File: config.mk
export PLATFORM = sky130hd
export DESIGN_NAME = aep_top
export DESIGN_NICKNAME = d
export VERILOG_FILES = /design/src/aep_pkg.sv /design/src/aep_top.sv /design/src/aep_sync.sv /design/src/aep_mturn.sv
export VERILOG_INCLUDE_DIRS = /design/src
export SDC_FILE = /design/constraint.sdc
export NUM_CORES = 1
export LEC_CHECK = 0
export BUFFER_PORTS_ARGS = -buffer_cell sky130_fd_sc_hd__buf_2
export CAP_MARGIN = 20
export CORE_MARGIN = 2
export CORE_UTILIZATION = 48
export CTS_BUF_LIST = sky130_fd_sc_hd__clkbuf_4
export DETAILED_ROUTE_END_ITERATION = 8
export GPL_ROUTABILITY_DRIVEN = 1
export GPL_TIMING_DRIVEN = 0
export HOLD_SLACK_MARGIN = 0.15
export PLACE_DENSITY = 0.85
export SYNTH_ARGS = -nofsm -noshare
export SYNTH_HDL_FRONTEND = slang
export SYNTH_HIERARCHICAL = 1
export SYNTH_SLANG_ARGS = --single-unit
File: constraint.sdc
create_clock -name clk_sys_in -period 1.95 [get_ports clk_sys_in]
set_input_delay 0.39 -clock clk_sys_in [delete_from_list [all_inputs] [get_ports clk_sys_in]]
set_output_delay 0.39 -clock clk_sys_in [all_outputs]
set_load 0.03 [all_outputs]
File: src/aep_defs.svh
// Register offsets, field positions and reset values of the encoder position block
`ifndef AEP_DEFS_SVH
`define AEP_DEFS_SVH

// Byte offsets of the 32-bit registers
`define AEP_OFS_MTURN      8'h00
`define AEP_OFS_STURN      8'h04
`define AEP_OFS_CONFIG     8'h08
`define AEP_OFS_STATUS     8'h0C

// Config register fields
`define AEP_CFG_USAGE_BIT  0

// Status register fields
`define AEP_ST_BATT_LOW    0
`define AEP_ST_BATT_LOST   1
`define AEP_ST_ABS_FAULT   2
`define AEP_ST_INT_FAULT   3
`define AEP_ST_INC_MODE    4
`define AEP_ST_MT_VALID    5
`define AEP_ST_SERVO_ON    6
`define AEP_ST_REFUSED     7

// Reset values
`define AEP_RST_USAGE      1'b0
`define AEP_RST_MTURN      16'h0000
`define AEP_RST_STURN      17'h00000

`endif

File: src/aep_pkg.sv
// Types shared by the encoder position block
package aep_pkg;

    // Encoder usage: absolute or incremental operation
    typedef enum logic [0:0] {
        AEP_MODE_ABS = 1'b0,
        AEP_MODE_INC = 1'b1
    } aep_mode_t;

    // Panel utility sequencer states
    typedef enum logic [1:0] {
        AEP_UT_IDLE  = 2'b00,
        AEP_UT_SETUP = 2'b01,
        AEP_UT_CLEAR = 2'b10
    } aep_util_state_t;

    // Latched encoder alarms
    typedef struct packed {
        logic int_fault;
        logic abs_fault;
        logic batt_lost;
        logic batt_low;
    } aep_alarm_t;

    // Classic Wishbone request from the master
    typedef struct packed {
        logic        cyc;
        logic        stb;
        logic        we;
        logic [7:0]  adr;
        logic [3:0]  sel;
        logic [31:0] dat;
    } aep_wb_req_t;

endpackage

File: src/aep_top.sv
// Absolute encoder position, battery alarms, setup and Wishbone readout
//
// The placing of the registers and the Wishbone slave port were decided locally.
`timescale 1ns/1ps
`include "aep_defs.svh"

// Summary of operation
// - Forward past top wraps to most negative
// - Reverse past bottom wraps to most positive
// - Absolute position readable by outside party
// - Usage field 0 absolute, 1 incremental
// - Usage change applies only after power cycle
// - Battery below first threshold raises low alarm, in absolute usage only
// - Below lower threshold, in absolute usage only: lost alarm, multiturn invalid
// - Battery-low alarm cleared only by setup or clear utility
// - Setup accepted only with servo off
// - Alarm reset input never clears encoder alarms
// - Internal encoder faults clear only at power-off
module aep_top
    import aep_pkg::*;
#(
    parameter int MT_WIDTH = 16,
    parameter int ST_WIDTH = 17
) (
    // Clock, reset, enable
    input  wire logic                clk_sys_in,
    input  wire logic                reset_n_in,
    input  wire logic                ce_in,
    // Wishbone slave
    input  wire aep_wb_req_t         wb_req_in,
    output logic [31:0]              wb_dat_out,
    output logic                     wb_ack_out,
    // Encoder data, same clock domain
    input  wire logic                enc_fwd_turn_in,
    input  wire logic                enc_rev_turn_in,
    input  wire logic [ST_WIDTH-1:0] enc_sturn_in,
    input  wire logic                enc_abs_fault_in,
    input  wire logic                enc_int_fault_in,
    // Stored usage setting presented at power-up
    input  wire logic                encoder_usage_nv_in,
    // Pins from outside the clock domain
    input  wire logic                batt_below_low_in,
    input  wire logic                batt_below_lost_in,
    input  wire logic                servo_on_in,
    input  wire logic                alarm_reset_input_n_in,
    // Panel utilities, one-cycle pulses
    input  wire logic                encoder_setup_utility_in,
    input  wire logic                encoder_alarm_clear_utility_in,
    // Status outputs
    output logic                     encoder_usage_pend_out,
    output logic                     incremental_mode_out,
    output logic [MT_WIDTH-1:0]      multiturn_out,
    output logic                     multiturn_valid_out,
    output aep_alarm_t               alarm_out,
    output logic                     abs_alarm_out,
    output logic                     util_done_out,
    output logic                     setup_refused_out
);

    // Synchronised pins
    logic [3:0] pins_s;
    wire  batt_low_s   = pins_s[0];
    wire  batt_lost_s  = pins_s[1];
    wire  servo_on_s   = pins_s[2];
    wire  alarm_reset_input_n_s  = ~pins_s[3]; // Carried inverted so the reset state reads idle

    aep_sync #(
        .WIDTH (4)
    ) u_sync (
        .clk_sys_in (clk_sys_in),
        .reset_n_in (reset_n_in),
        .ce_in      (ce_in),
        .async_in   ({~alarm_reset_input_n_in, servo_on_in,
                      batt_below_lost_in, batt_below_low_in}),
        .sync_out   (pins_s)
    );

    // State registers
    aep_mode_t             mode_ff;
    logic                  usage_pend_ff;
    logic                  boot_ff;
    aep_util_state_t       ut_state_ff;
    aep_alarm_t            alarm_ff;
    logic                  mt_valid_ff;
    logic                  refused_ff;
    logic                  refused_pulse_ff;
    logic                  done_pulse_ff;
    logic [ST_WIDTH-1:0]   sturn_ff;
    logic                  ack_ff;
    logic [31:0]           rd_ff;
    logic signed [MT_WIDTH-1:0] mturn_w;

    // Mode decode
    wire inc_mode_w = (mode_ff == AEP_MODE_INC);

    // Panel utility requests
    wire setup_req_w  = encoder_setup_utility_in & (ut_state_ff == AEP_UT_IDLE);
    wire setup_ok_w   = setup_req_w & ~servo_on_s;
    wire setup_bad_w  = setup_req_w & servo_on_s;
    wire clr_req_w    = encoder_alarm_clear_utility_in & ~encoder_setup_utility_in
                        & (ut_state_ff == AEP_UT_IDLE);

    // Utility sequencer next state
    aep_util_state_t nxt_ut_state;
    always_comb begin
        nxt_ut_state = ut_state_ff;
        case (ut_state_ff)
            AEP_UT_IDLE: begin
                if (setup_ok_w) begin
                    nxt_ut_state = AEP_UT_SETUP;
                end else if (clr_req_w) begin
                    nxt_ut_state = AEP_UT_CLEAR;
                end
            end
            AEP_UT_SETUP: begin
                nxt_ut_state = AEP_UT_IDLE;
            end
            AEP_UT_CLEAR: begin
                nxt_ut_state = AEP_UT_IDLE;
            end
            default: begin
                nxt_ut_state = AEP_UT_IDLE;
            end
        endcase
    end

    // Clearing of the absolute alarm group: panel only, both utilities
    wire do_setup_w   = (ut_state_ff == AEP_UT_SETUP);
    wire abs_clr_w    = do_setup_w | (ut_state_ff == AEP_UT_CLEAR);

    // Battery comparators matter only when the backup battery is used
    wire set_low_w    = batt_low_s & ~inc_mode_w;
    wire set_lost_w   = batt_lost_s & ~inc_mode_w;

    // Alarm latches; a new event wins over a clear in the same cycle
    aep_alarm_t nxt_alarm;
    assign nxt_alarm.batt_low  = set_low_w | (alarm_ff.batt_low & ~abs_clr_w);
    assign nxt_alarm.batt_lost = set_lost_w | (alarm_ff.batt_lost & ~abs_clr_w);
    assign nxt_alarm.abs_fault = enc_abs_fault_in
                                 | (alarm_ff.abs_fault & ~abs_clr_w);
    assign nxt_alarm.int_fault = enc_int_fault_in | alarm_ff.int_fault;

    // Multiturn data is invalid once the backup is lost, until setup
    wire nxt_mt_valid = ~set_lost_w & (do_setup_w | mt_valid_ff);

    // Refused-setup flag; alarm reset may clear this, never the encoder alarms
    wire nxt_refused  = setup_bad_w | (refused_ff & alarm_reset_input_n_s);

    // Multiturn counter, cleared by setup and by loss of backup data
    aep_mturn #(
        .WIDTH (MT_WIDTH)
    ) u_mturn (
        .clk_sys_in (clk_sys_in),
        .reset_n_in (reset_n_in),
        .ce_in      (ce_in),
        .fwd_in     (enc_fwd_turn_in),
        .rev_in     (enc_rev_turn_in),
        .clear_in   (do_setup_w | set_lost_w),
        .count_out  (mturn_w)
    );

    // Usage mode: taken from the stored setting only after a reset, so a
    // software write during operation waits for the next power cycle
    always_ff @(posedge clk_sys_in) begin
        if (!reset_n_in) begin
            mode_ff <= AEP_MODE_ABS;
            boot_ff <= 1'b1;
        end else if (ce_in) begin
            boot_ff <= 1'b0;
            if (boot_ff) begin
                mode_ff <= aep_mode_t'(encoder_usage_nv_in);
            end
        end
    end

    // Utility sequencer and latches
    always_ff @(posedge clk_sys_in) begin
        if (!reset_n_in) begin
            ut_state_ff <= AEP_UT_IDLE;
            alarm_ff    <= '0;
            mt_valid_ff <= 1'b1;
            refused_ff  <= 1'b0;
        end else if (ce_in) begin
            ut_state_ff <= nxt_ut_state;
            alarm_ff    <= nxt_alarm;
            mt_valid_ff <= nxt_mt_valid;
            refused_ff  <= nxt_refused;
        end
    end

    // One-cycle report pulses
    always_ff @(posedge clk_sys_in) begin
        if (!reset_n_in) begin
            done_pulse_ff    <= 1'b0;
            refused_pulse_ff <= 1'b0;
        end else if (ce_in) begin
            done_pulse_ff    <= abs_clr_w;
            refused_pulse_ff <= setup_bad_w;
        end
    end

    // Single-turn position sample
    always_ff @(posedge clk_sys_in) begin
        if (!reset_n_in) begin
            sturn_ff <= `AEP_RST_STURN;
        end else if (ce_in) begin
            sturn_ff <= enc_sturn_in;
        end
    end

    // Wishbone decode
    wire       req_w    = wb_req_in.cyc & wb_req_in.stb;
    wire [5:0] word_w   = wb_req_in.adr[7:2];
    wire hit_mt_w  = (word_w == 6'(`AEP_OFS_MTURN >> 2));
    wire hit_st_w  = (word_w == 6'(`AEP_OFS_STURN >> 2));
    wire hit_cfg_w = (word_w == 6'(`AEP_OFS_CONFIG >> 2));
    wire hit_sts_w = (word_w == 6'(`AEP_OFS_STATUS >> 2));

    // Write lands on the edge at which the master samples ack
    wire cfg_wr_w  = req_w & ack_ff & wb_req_in.we & hit_cfg_w & wb_req_in.sel[0];
    wire nxt_usage = cfg_wr_w ? wb_req_in.dat[`AEP_CFG_USAGE_BIT] : usage_pend_ff;

    // Status word
    logic [31:0] status_w;
    always_comb begin
        status_w                    = 32'h00000000;
        status_w[`AEP_ST_BATT_LOW]  = alarm_ff.batt_low;
        status_w[`AEP_ST_BATT_LOST] = alarm_ff.batt_lost;
        status_w[`AEP_ST_ABS_FAULT] = alarm_ff.abs_fault;
        status_w[`AEP_ST_INT_FAULT] = alarm_ff.int_fault;
        status_w[`AEP_ST_INC_MODE]  = inc_mode_w;
        status_w[`AEP_ST_MT_VALID]  = mt_valid_ff;
        status_w[`AEP_ST_SERVO_ON]  = servo_on_s;
        status_w[`AEP_ST_REFUSED]   = refused_ff;
    end

    // Read mux; unmapped words read zero and are still acknowledged
    wire [31:0] mt_word_w  = {{(32-MT_WIDTH){1'b0}}, mturn_w};
    wire [31:0] st_word_w  = {{(32-ST_WIDTH){1'b0}}, sturn_ff};
    wire [31:0] cfg_word_w = {31'h00000000, usage_pend_ff};
    wire [31:0] nxt_rd     = hit_mt_w  ? mt_word_w  :
                             hit_st_w  ? st_word_w  :
                             hit_cfg_w ? cfg_word_w :
                             hit_sts_w ? status_w   : 32'h00000000;

    // Ack one cycle after the request; dropped in the following cycle
    wire nxt_ack = req_w & ~ack_ff;

    // Bus slave registers
    always_ff @(posedge clk_sys_in) begin
        if (!reset_n_in) begin
            ack_ff        <= 1'b0;
            rd_ff         <= 32'h00000000;
            usage_pend_ff <= `AEP_RST_USAGE;
        end else if (ce_in) begin
            ack_ff        <= nxt_ack;
            rd_ff         <= nxt_ack ? nxt_rd : rd_ff;
            usage_pend_ff <= nxt_usage;
        end
    end

    // Outputs
    assign wb_dat_out             = rd_ff;
    assign wb_ack_out             = ack_ff;
    assign encoder_usage_pend_out = usage_pend_ff;
    assign incremental_mode_out   = inc_mode_w;
    assign multiturn_out          = mturn_w;
    assign multiturn_valid_out    = mt_valid_ff;
    assign alarm_out              = alarm_ff;
    assign abs_alarm_out          = alarm_ff.batt_low | alarm_ff.batt_lost
                                    | alarm_ff.abs_fault;
    assign util_done_out          = done_pulse_ff;
    assign setup_refused_out      = refused_pulse_ff;

endmodule

File: src/aep_sync.sv
// Three-stage input synchroniser with agreement filter
`timescale 1ns/1ps
module aep_sync #(
    parameter int WIDTH = 1
) (
    // Clock and control
    input  wire logic             clk_sys_in,
    input  wire logic             reset_n_in,
    input  wire logic             ce_in,
    // Asynchronous inputs and filtered result
    input  wire logic [WIDTH-1:0] async_in,
    output logic      [WIDTH-1:0] sync_out
);

    logic [WIDTH-1:0] meta_ff;
    logic [WIDTH-1:0] s2_ff;
    logic [WIDTH-1:0] s3_ff;
    logic [WIDTH-1:0] out_ff;

    // Output follows only where stages two and three agree, per bit
    wire  [WIDTH-1:0] agree_w   = ~(s2_ff ^ s3_ff);
    wire  [WIDTH-1:0] nxt_out   = (s2_ff & agree_w) | (out_ff & ~agree_w);

    // First stage is read by the second stage only
    always_ff @(posedge clk_sys_in) begin
        if (!reset_n_in) begin
            meta_ff <= '0;
            s2_ff   <= '0;
            s3_ff   <= '0;
            out_ff  <= '0;
        end else if (ce_in) begin
            meta_ff <= async_in;
            s2_ff   <= meta_ff;
            s3_ff   <= s2_ff;
            out_ff  <= nxt_out;
        end
    end

    assign sync_out = out_ff;

endmodule

File: src/aep_mturn.sv
// Signed multiturn revolution counter with wrap at both ends
`timescale 1ns/1ps
module aep_mturn #(
    parameter int WIDTH = 16
) (
    // Clock and control
    input  wire logic                    clk_sys_in,
    input  wire logic                    reset_n_in,
    input  wire logic                    ce_in,
    // Turn events and clear
    input  wire logic                    fwd_in,
    input  wire logic                    rev_in,
    input  wire logic                    clear_in,
    // Count
    output logic signed [WIDTH-1:0]      count_out
);

    localparam logic signed [WIDTH-1:0] MAX_C = {1'b0, {(WIDTH-1){1'b1}}};
    localparam logic signed [WIDTH-1:0] MIN_C = {1'b1, {(WIDTH-1){1'b0}}};
    localparam logic signed [WIDTH-1:0] ONE_C = {{(WIDTH-1){1'b0}}, 1'b1};

    logic signed [WIDTH-1:0] count_ff;

    // Both events together cancel out
    wire step_up_w = fwd_in & ~rev_in;
    wire step_dn_w = rev_in & ~fwd_in;
    wire signed [WIDTH-1:0] up_w = (count_ff == MAX_C) ? MIN_C : count_ff + ONE_C;
    wire signed [WIDTH-1:0] dn_w = (count_ff == MIN_C) ? MAX_C : count_ff - ONE_C;
    wire signed [WIDTH-1:0] nxt_count = clear_in  ? '0   :
                                        step_up_w ? up_w :
                                        step_dn_w ? dn_w : count_ff;

    // Counter register
    always_ff @(posedge clk_sys_in) begin
        if (!reset_n_in) begin
            count_ff <= '0;
        end else if (ce_in) begin
            count_ff <= nxt_count;
        end
    end

    assign count_out = count_ff;

endmodule

# Word level (Yosys, flattened, before mapping)
# Cells that the tools add are included.
# word_totals
register_bits	95
in_bits	78
output_inout_bits	59
wordCells	96
# classes
n_addsub	2
n_eq_ne	8
mux	12
bitwise	46
reduce_logical	8
# op_table
operator	n
$mux 16	5
$mux 17	2
$eq 16x16->1 const B	2
$and 1x1->1	20
$add 16x2->16 const B	1
$mux 8	2
$sub 16x2->16 const B	1
$eq 6x2->1 const B	2
$not 1->1	10
$or 1x1->1	10
$reduce_and 2->1	5
$and 4x4->4	2
$not 4->4	2
$eq 6x1->1 const B	1
$logic_not 6->1	1
$mux 2	3
$or 4x4->4	1
$xor 4x4->4	1
$ne 3x3->1 const B	1
$reduce_bool 3->1	1
$eq 2x1->1 const B	1
$eq 2x2->1 const B	1
$logic_not 2->1	1

# Longest topological paths before layout
# depth
depth_word	6
mapped_depth	9
depth_no_buf	8

# By module
# The synthesis kept the hierarchy.
# by_module_without_submodules
mod	n_inst	cells_each	area_each_um2	seq_area_each_um2
aep_top	1	245	2192.1	960.9
aep_mturn	1	193	1403.8	320.3
aep_sync	1	64	689.4	320.3

# Least setup slack after synthesis
# No wires, ideal clock.
# synth_path
kind	reg2reg
from	reg u_mturn.count_ff[7] (netlist: u_mturn/count_out[7])
to	reg u_mturn.count_ff[8] (netlist: u_mturn/count_out[8])
setup_time_ps	117
arrival_ps	2199
required_ps	1833
slack_ps	-367
stages_incl_launch_ff	8
cell_sequence	dfxtp_1 -> buf_2 -> nand4_1 -> or3_1 -> o41a_4 -> and2_4 -> buf_6 -> a32o_1
# synth_between
elab_chain_cells	5
# synth_lines
item	line_no	rtl
from (decl)	aep_mturn.sv:22	logic signed [WIDTH-1:0] count_ff;
from (signal assigned)	aep_mturn.sv:38	count_ff <= nxt_count;
$sub 16x2->16 / $eq 16x16->1 (equally long branches)	aep_mturn.sv:28	wire signed [WIDTH-1:0] dn_w = (count_ff == MIN_C) ? MAX_C : count_ff - ONE_C;
$mux 16	aep_mturn.sv:28	
$mux 16	aep_mturn.sv:31	step_dn_w ? dn_w : count_ff;
$mux 16 *	aep_mturn.sv:30	step_up_w ? up_w :
$mux 16 *	aep_mturn.sv:29	wire signed [WIDTH-1:0] nxt_count = clear_in ? '0 :
# Mark *: on every way between the ends. The rest lies on a longest branch, timed or not. The select of a mux whose other input is x is not followed.
# A chain may end at the register's enable or synchronous reset.

# Final worst setup path
# layout_path
from	reg u_mturn.count_ff[6] (netlist: u_mturn/count_out[6])
to	reg u_mturn.count_ff[9] (netlist: u_mturn/count_out[9])
# Same word-level chain as after synthesis.

==> results.yml <==
status:
  status: "finished, violations left"
  violations: "setup timing"
final_layout:
  drive_gt1_share_pct: 35.1
  multi_input_area_mm2: 0.00249
  final_cells: 744
  regArea_mm2: 0.00164
  fin_nets: 713
  final_common_cell: "buf_2"
  area_growth_pct: 25.1
  layout_common_cells: "buf_2, dfxtp_1, nand2_1"
  num-fill-cells: 771
sta:
  fmax_mhz: 508
  finalSetupViolations: 2
  tightest_slew_ns: 0.654
  max-slew-margin-rel_pct: 56.4
  finalHoldViolCount: 0
  hold_ws_ns: 0.174
  layout_setup_ws_ns: -0.0173
  period_needed_ns: 1.97
  rsz0062_at_grt: "yes"
  drv_slew: 0
  finalCritPeriodShare_pct: 101
  fin_skew_ns: 0.0137
pwr:
  leakage_uw: 0.00243
  powerDensity_mw_per_mm2: 764
  irDropWorstVdd_uv: 464
synthesis:
  netlist_instances: 502
  synth_flop_cell: "dfxtp_1"
  synth_edf_count: 0
  seq_area_frac_synth_pct: 37.4
  synth.top_cell.area_share_pct: 37.4
  synthArstFlopShare_pct: 0
  synth_area_leaders: "dfxtp_1, mux2i_1, a21oi_1"
  yosysUniqueCellTypes: 66
  netlist_area_mm2: 0.00429
  ys_ff_latch: 80
  ys_warn_count: 6
  avgSynthCellArea_um2: 8.54
  yosys.area.top_type: "dfxtp_1"
grt:
  antenna_found_initial: 1
  overflow: 0
  grt_max_degree: 24
  grt_pass1_wl_mm: 19.9
  grt_use_total_pct: 25.3
  grt_pass1_vias: 3959
setup_path:
  cp-start-kind: "flip-flop"
  cpPeakStageDelay_ns: 0.48
  reg2reg_slack_ns: -0.02
  crit_arrival_ns: 2.31
  cp_max_fo: 6
  worst_path_max_delay_cell: "o41a_4"
  crit_required_ns: 2.29
  critical_path_class: "flip-flop to flip-flop"
  worstReg2RegStart: "u_mturn/count_out[6]$_SDFFE_PN0P_"
  critPathCaptureType: "flip-flop"
  rr_worst_depth: 6
  startpoint: "u_mturn/count_out[6]$_SDFFE_PN0P_"
  reg2reg_to: "u_mturn/count_out[9]$_SDFFE_PN0P_"
  crit_chain: "nand4_1 > or3_4 > o41a_4 > nand2_1 > a221oi_2 > a21o_1"
  critical_path.endpoint: "u_mturn/count_out[9]$_SDFFE_PN0P_"
floorplanning:
  rows: 34
  die_y_um: 98.5
  dieArea_mm2: 0.00970
  pin_count: 137
  start_util_pct: 49.4
  die_x_um: 98.5
  core-area_mm2: 0.00868
drt:
  wirelength_mm: 12.7
  routedWlPerCell_um: 17.1
  ant_nets: 0
  routed_via_density: 5.77
  dr.first_iter.drc_count: 348
  drt_pass1_iterations: 5
  drcViolationCount: 0
  num_vias: 4293
clock_network:
  clkLatencyLatePin_ns: 0.44
  clock_path_buffers: 2
  cts.clk_slew.worst_paths_ns: 0.15
  cts.sinks: 80
  root_buffer: "clkbuf_4"
  cts_buffers: 9
  cts_tree: "yes"
  ctsHtreeMaxLevel: 3
hold_path:
  min_path_type: "primary input to flip-flop"
placement:
  gp_congestion: 0.935
  io_buffers: 84
  hpwl_mm: 8.98
  place_inst: 708
flow_run:
  maxCapViolations: 0
worst min path at each step:
stage | cells after the start | slack, ns | endpoint | start
2_1_floorplan | 2 | 0.44 | refused_ff$_SDFFE_PN0P_ | refused_ff$_SDFFE_PN0P_
3_3_place_gp | 2 | 0.44 | wb_dat_out[14]$_SDFFE_PN0P_ | wb_dat_out[14]$_SDFFE_PN0P_
3_5_place_dp | 2 | 0.45 | wb_dat_out[16]$_SDFFE_PN0P_ | wb_dat_out[16]$_SDFFE_PN0P_
4_1_cts | 3 | 0.16 | u_sync/meta_ff[2]$_SDFFE_PN0P_ | servo_on_in
5_1_grt | 3 | 0.16 | u_sync/meta_ff[2]$_SDFFE_PN0P_ | servo_on_in
6_report | 3 | 0.17 | alarm_out[3]$_SDFFE_PN0P_ | enc_int_fault_in
registers in the layout, indices dropped and copies added, names as in the netlist, 2 cells and up, named ones only:
register,cells
u_sync/s2_ff,4
u_sync/s3_ff,4
u_mturn/count_out,16
ut_state_ff,2
wb_dat_out,17
alarm_out,4
sturn_ff,17
u_sync/meta_ff,4
worst max-delay path: cells and delay by family (launching register included):
| kind | cells | cell delay, ns |
|---|---|---|
| AND/OR/NAND/NOR | 3 | 0.74 |
| AO/OA/AOI/OAI | 3 | 0.72 |
| flip-flops | 1 | 0.41 |
what timing repair did:
| item | 4_1_cts | 5_1_grt |
|---|---|---|
| pin swaps | 6 | 5 |
| hold buffers | 0 | 0 |
| gates resized for setup | 16 | 21 |
| endpoints found under the setup margin | 15 | 15 |
| setup buffers | 16 | 10 |
| gates cloned | 0 | 0 |
metrics by stage:
step	setup TNS, ns	utilization, %	setup slack (ns)	cell area (um^2)	power, uW
3_5_place_dp	-2.14	56.8	-0.256	4930	2840
5_1_grt	-0.330	61.8	-0.0524	5360	4300
4_1_cts	0	60.1	0.00448	5220	3990
2_1_floorplan	-0.156	-	-0.0615	4380	2560
6_report	-0.0311	61.8	-0.0173	5360	4100
3_3_place_gp	-1.77	56.8	-0.214	4930	2810
layer usage:
layer	vias to the layer above	routed length, um	global-route usage (%)
met5	-	0	0
met4	0	318	11.8
met3	32	968	3.83
met2	231	5910	39.5
met1	2006	5520	34.6
li1	2024	-	-
report_power, final:
part / internal, uW / total (uW) / switching, uW
clock network: 420 / 1090 / 666
logic: 506 / 1190 / 684
registers: 1720 / 1820 / 102
total: 2650 / 4100 / 1450
cells in the mapped netlist, drive strengths merged, types with 3 or more instances:
cell      n
dfxtp    80
nand2    53
a21oi    48
nor2     45
buf      33
mux2i    32
o21ai    26
nand3    23
inv      16
mux2     16
clkbuf   13
nand4    13
and3      9
nor2b     8
a31oi     7
nor3      7
ha        5
a21o      4
nand2b    4
nor4      4
o32ai     4
or3       4
xnor2     4
xor2      4
a22oi     3
o2111ai   3
final cells by class:
type / count / share of cell area, %
buffer: 39 / 4.78
antenna: 1 / 0.0467
clock buffer: 9 / 1.26
timing repair buffer: 110 / 11.5
sequential: 80 / 30.6
tap: 108 / 2.52
inverter: 17 / 1.19
multi-input combinational: 373 / 46.5
clock inverter: 7 / 1.63
cell families after synthesis:
kind of cell    synth area share (%)
simple gates                    22.1
compound gates                  16.9
flops                           37.4
buf+inv                         8.23
mux                             12.2
xor+xnor                        1.63
fa+ha+maj                       1.46
other cells                   0.0875
Note: power is estimated with default switching activity, not from simulation.
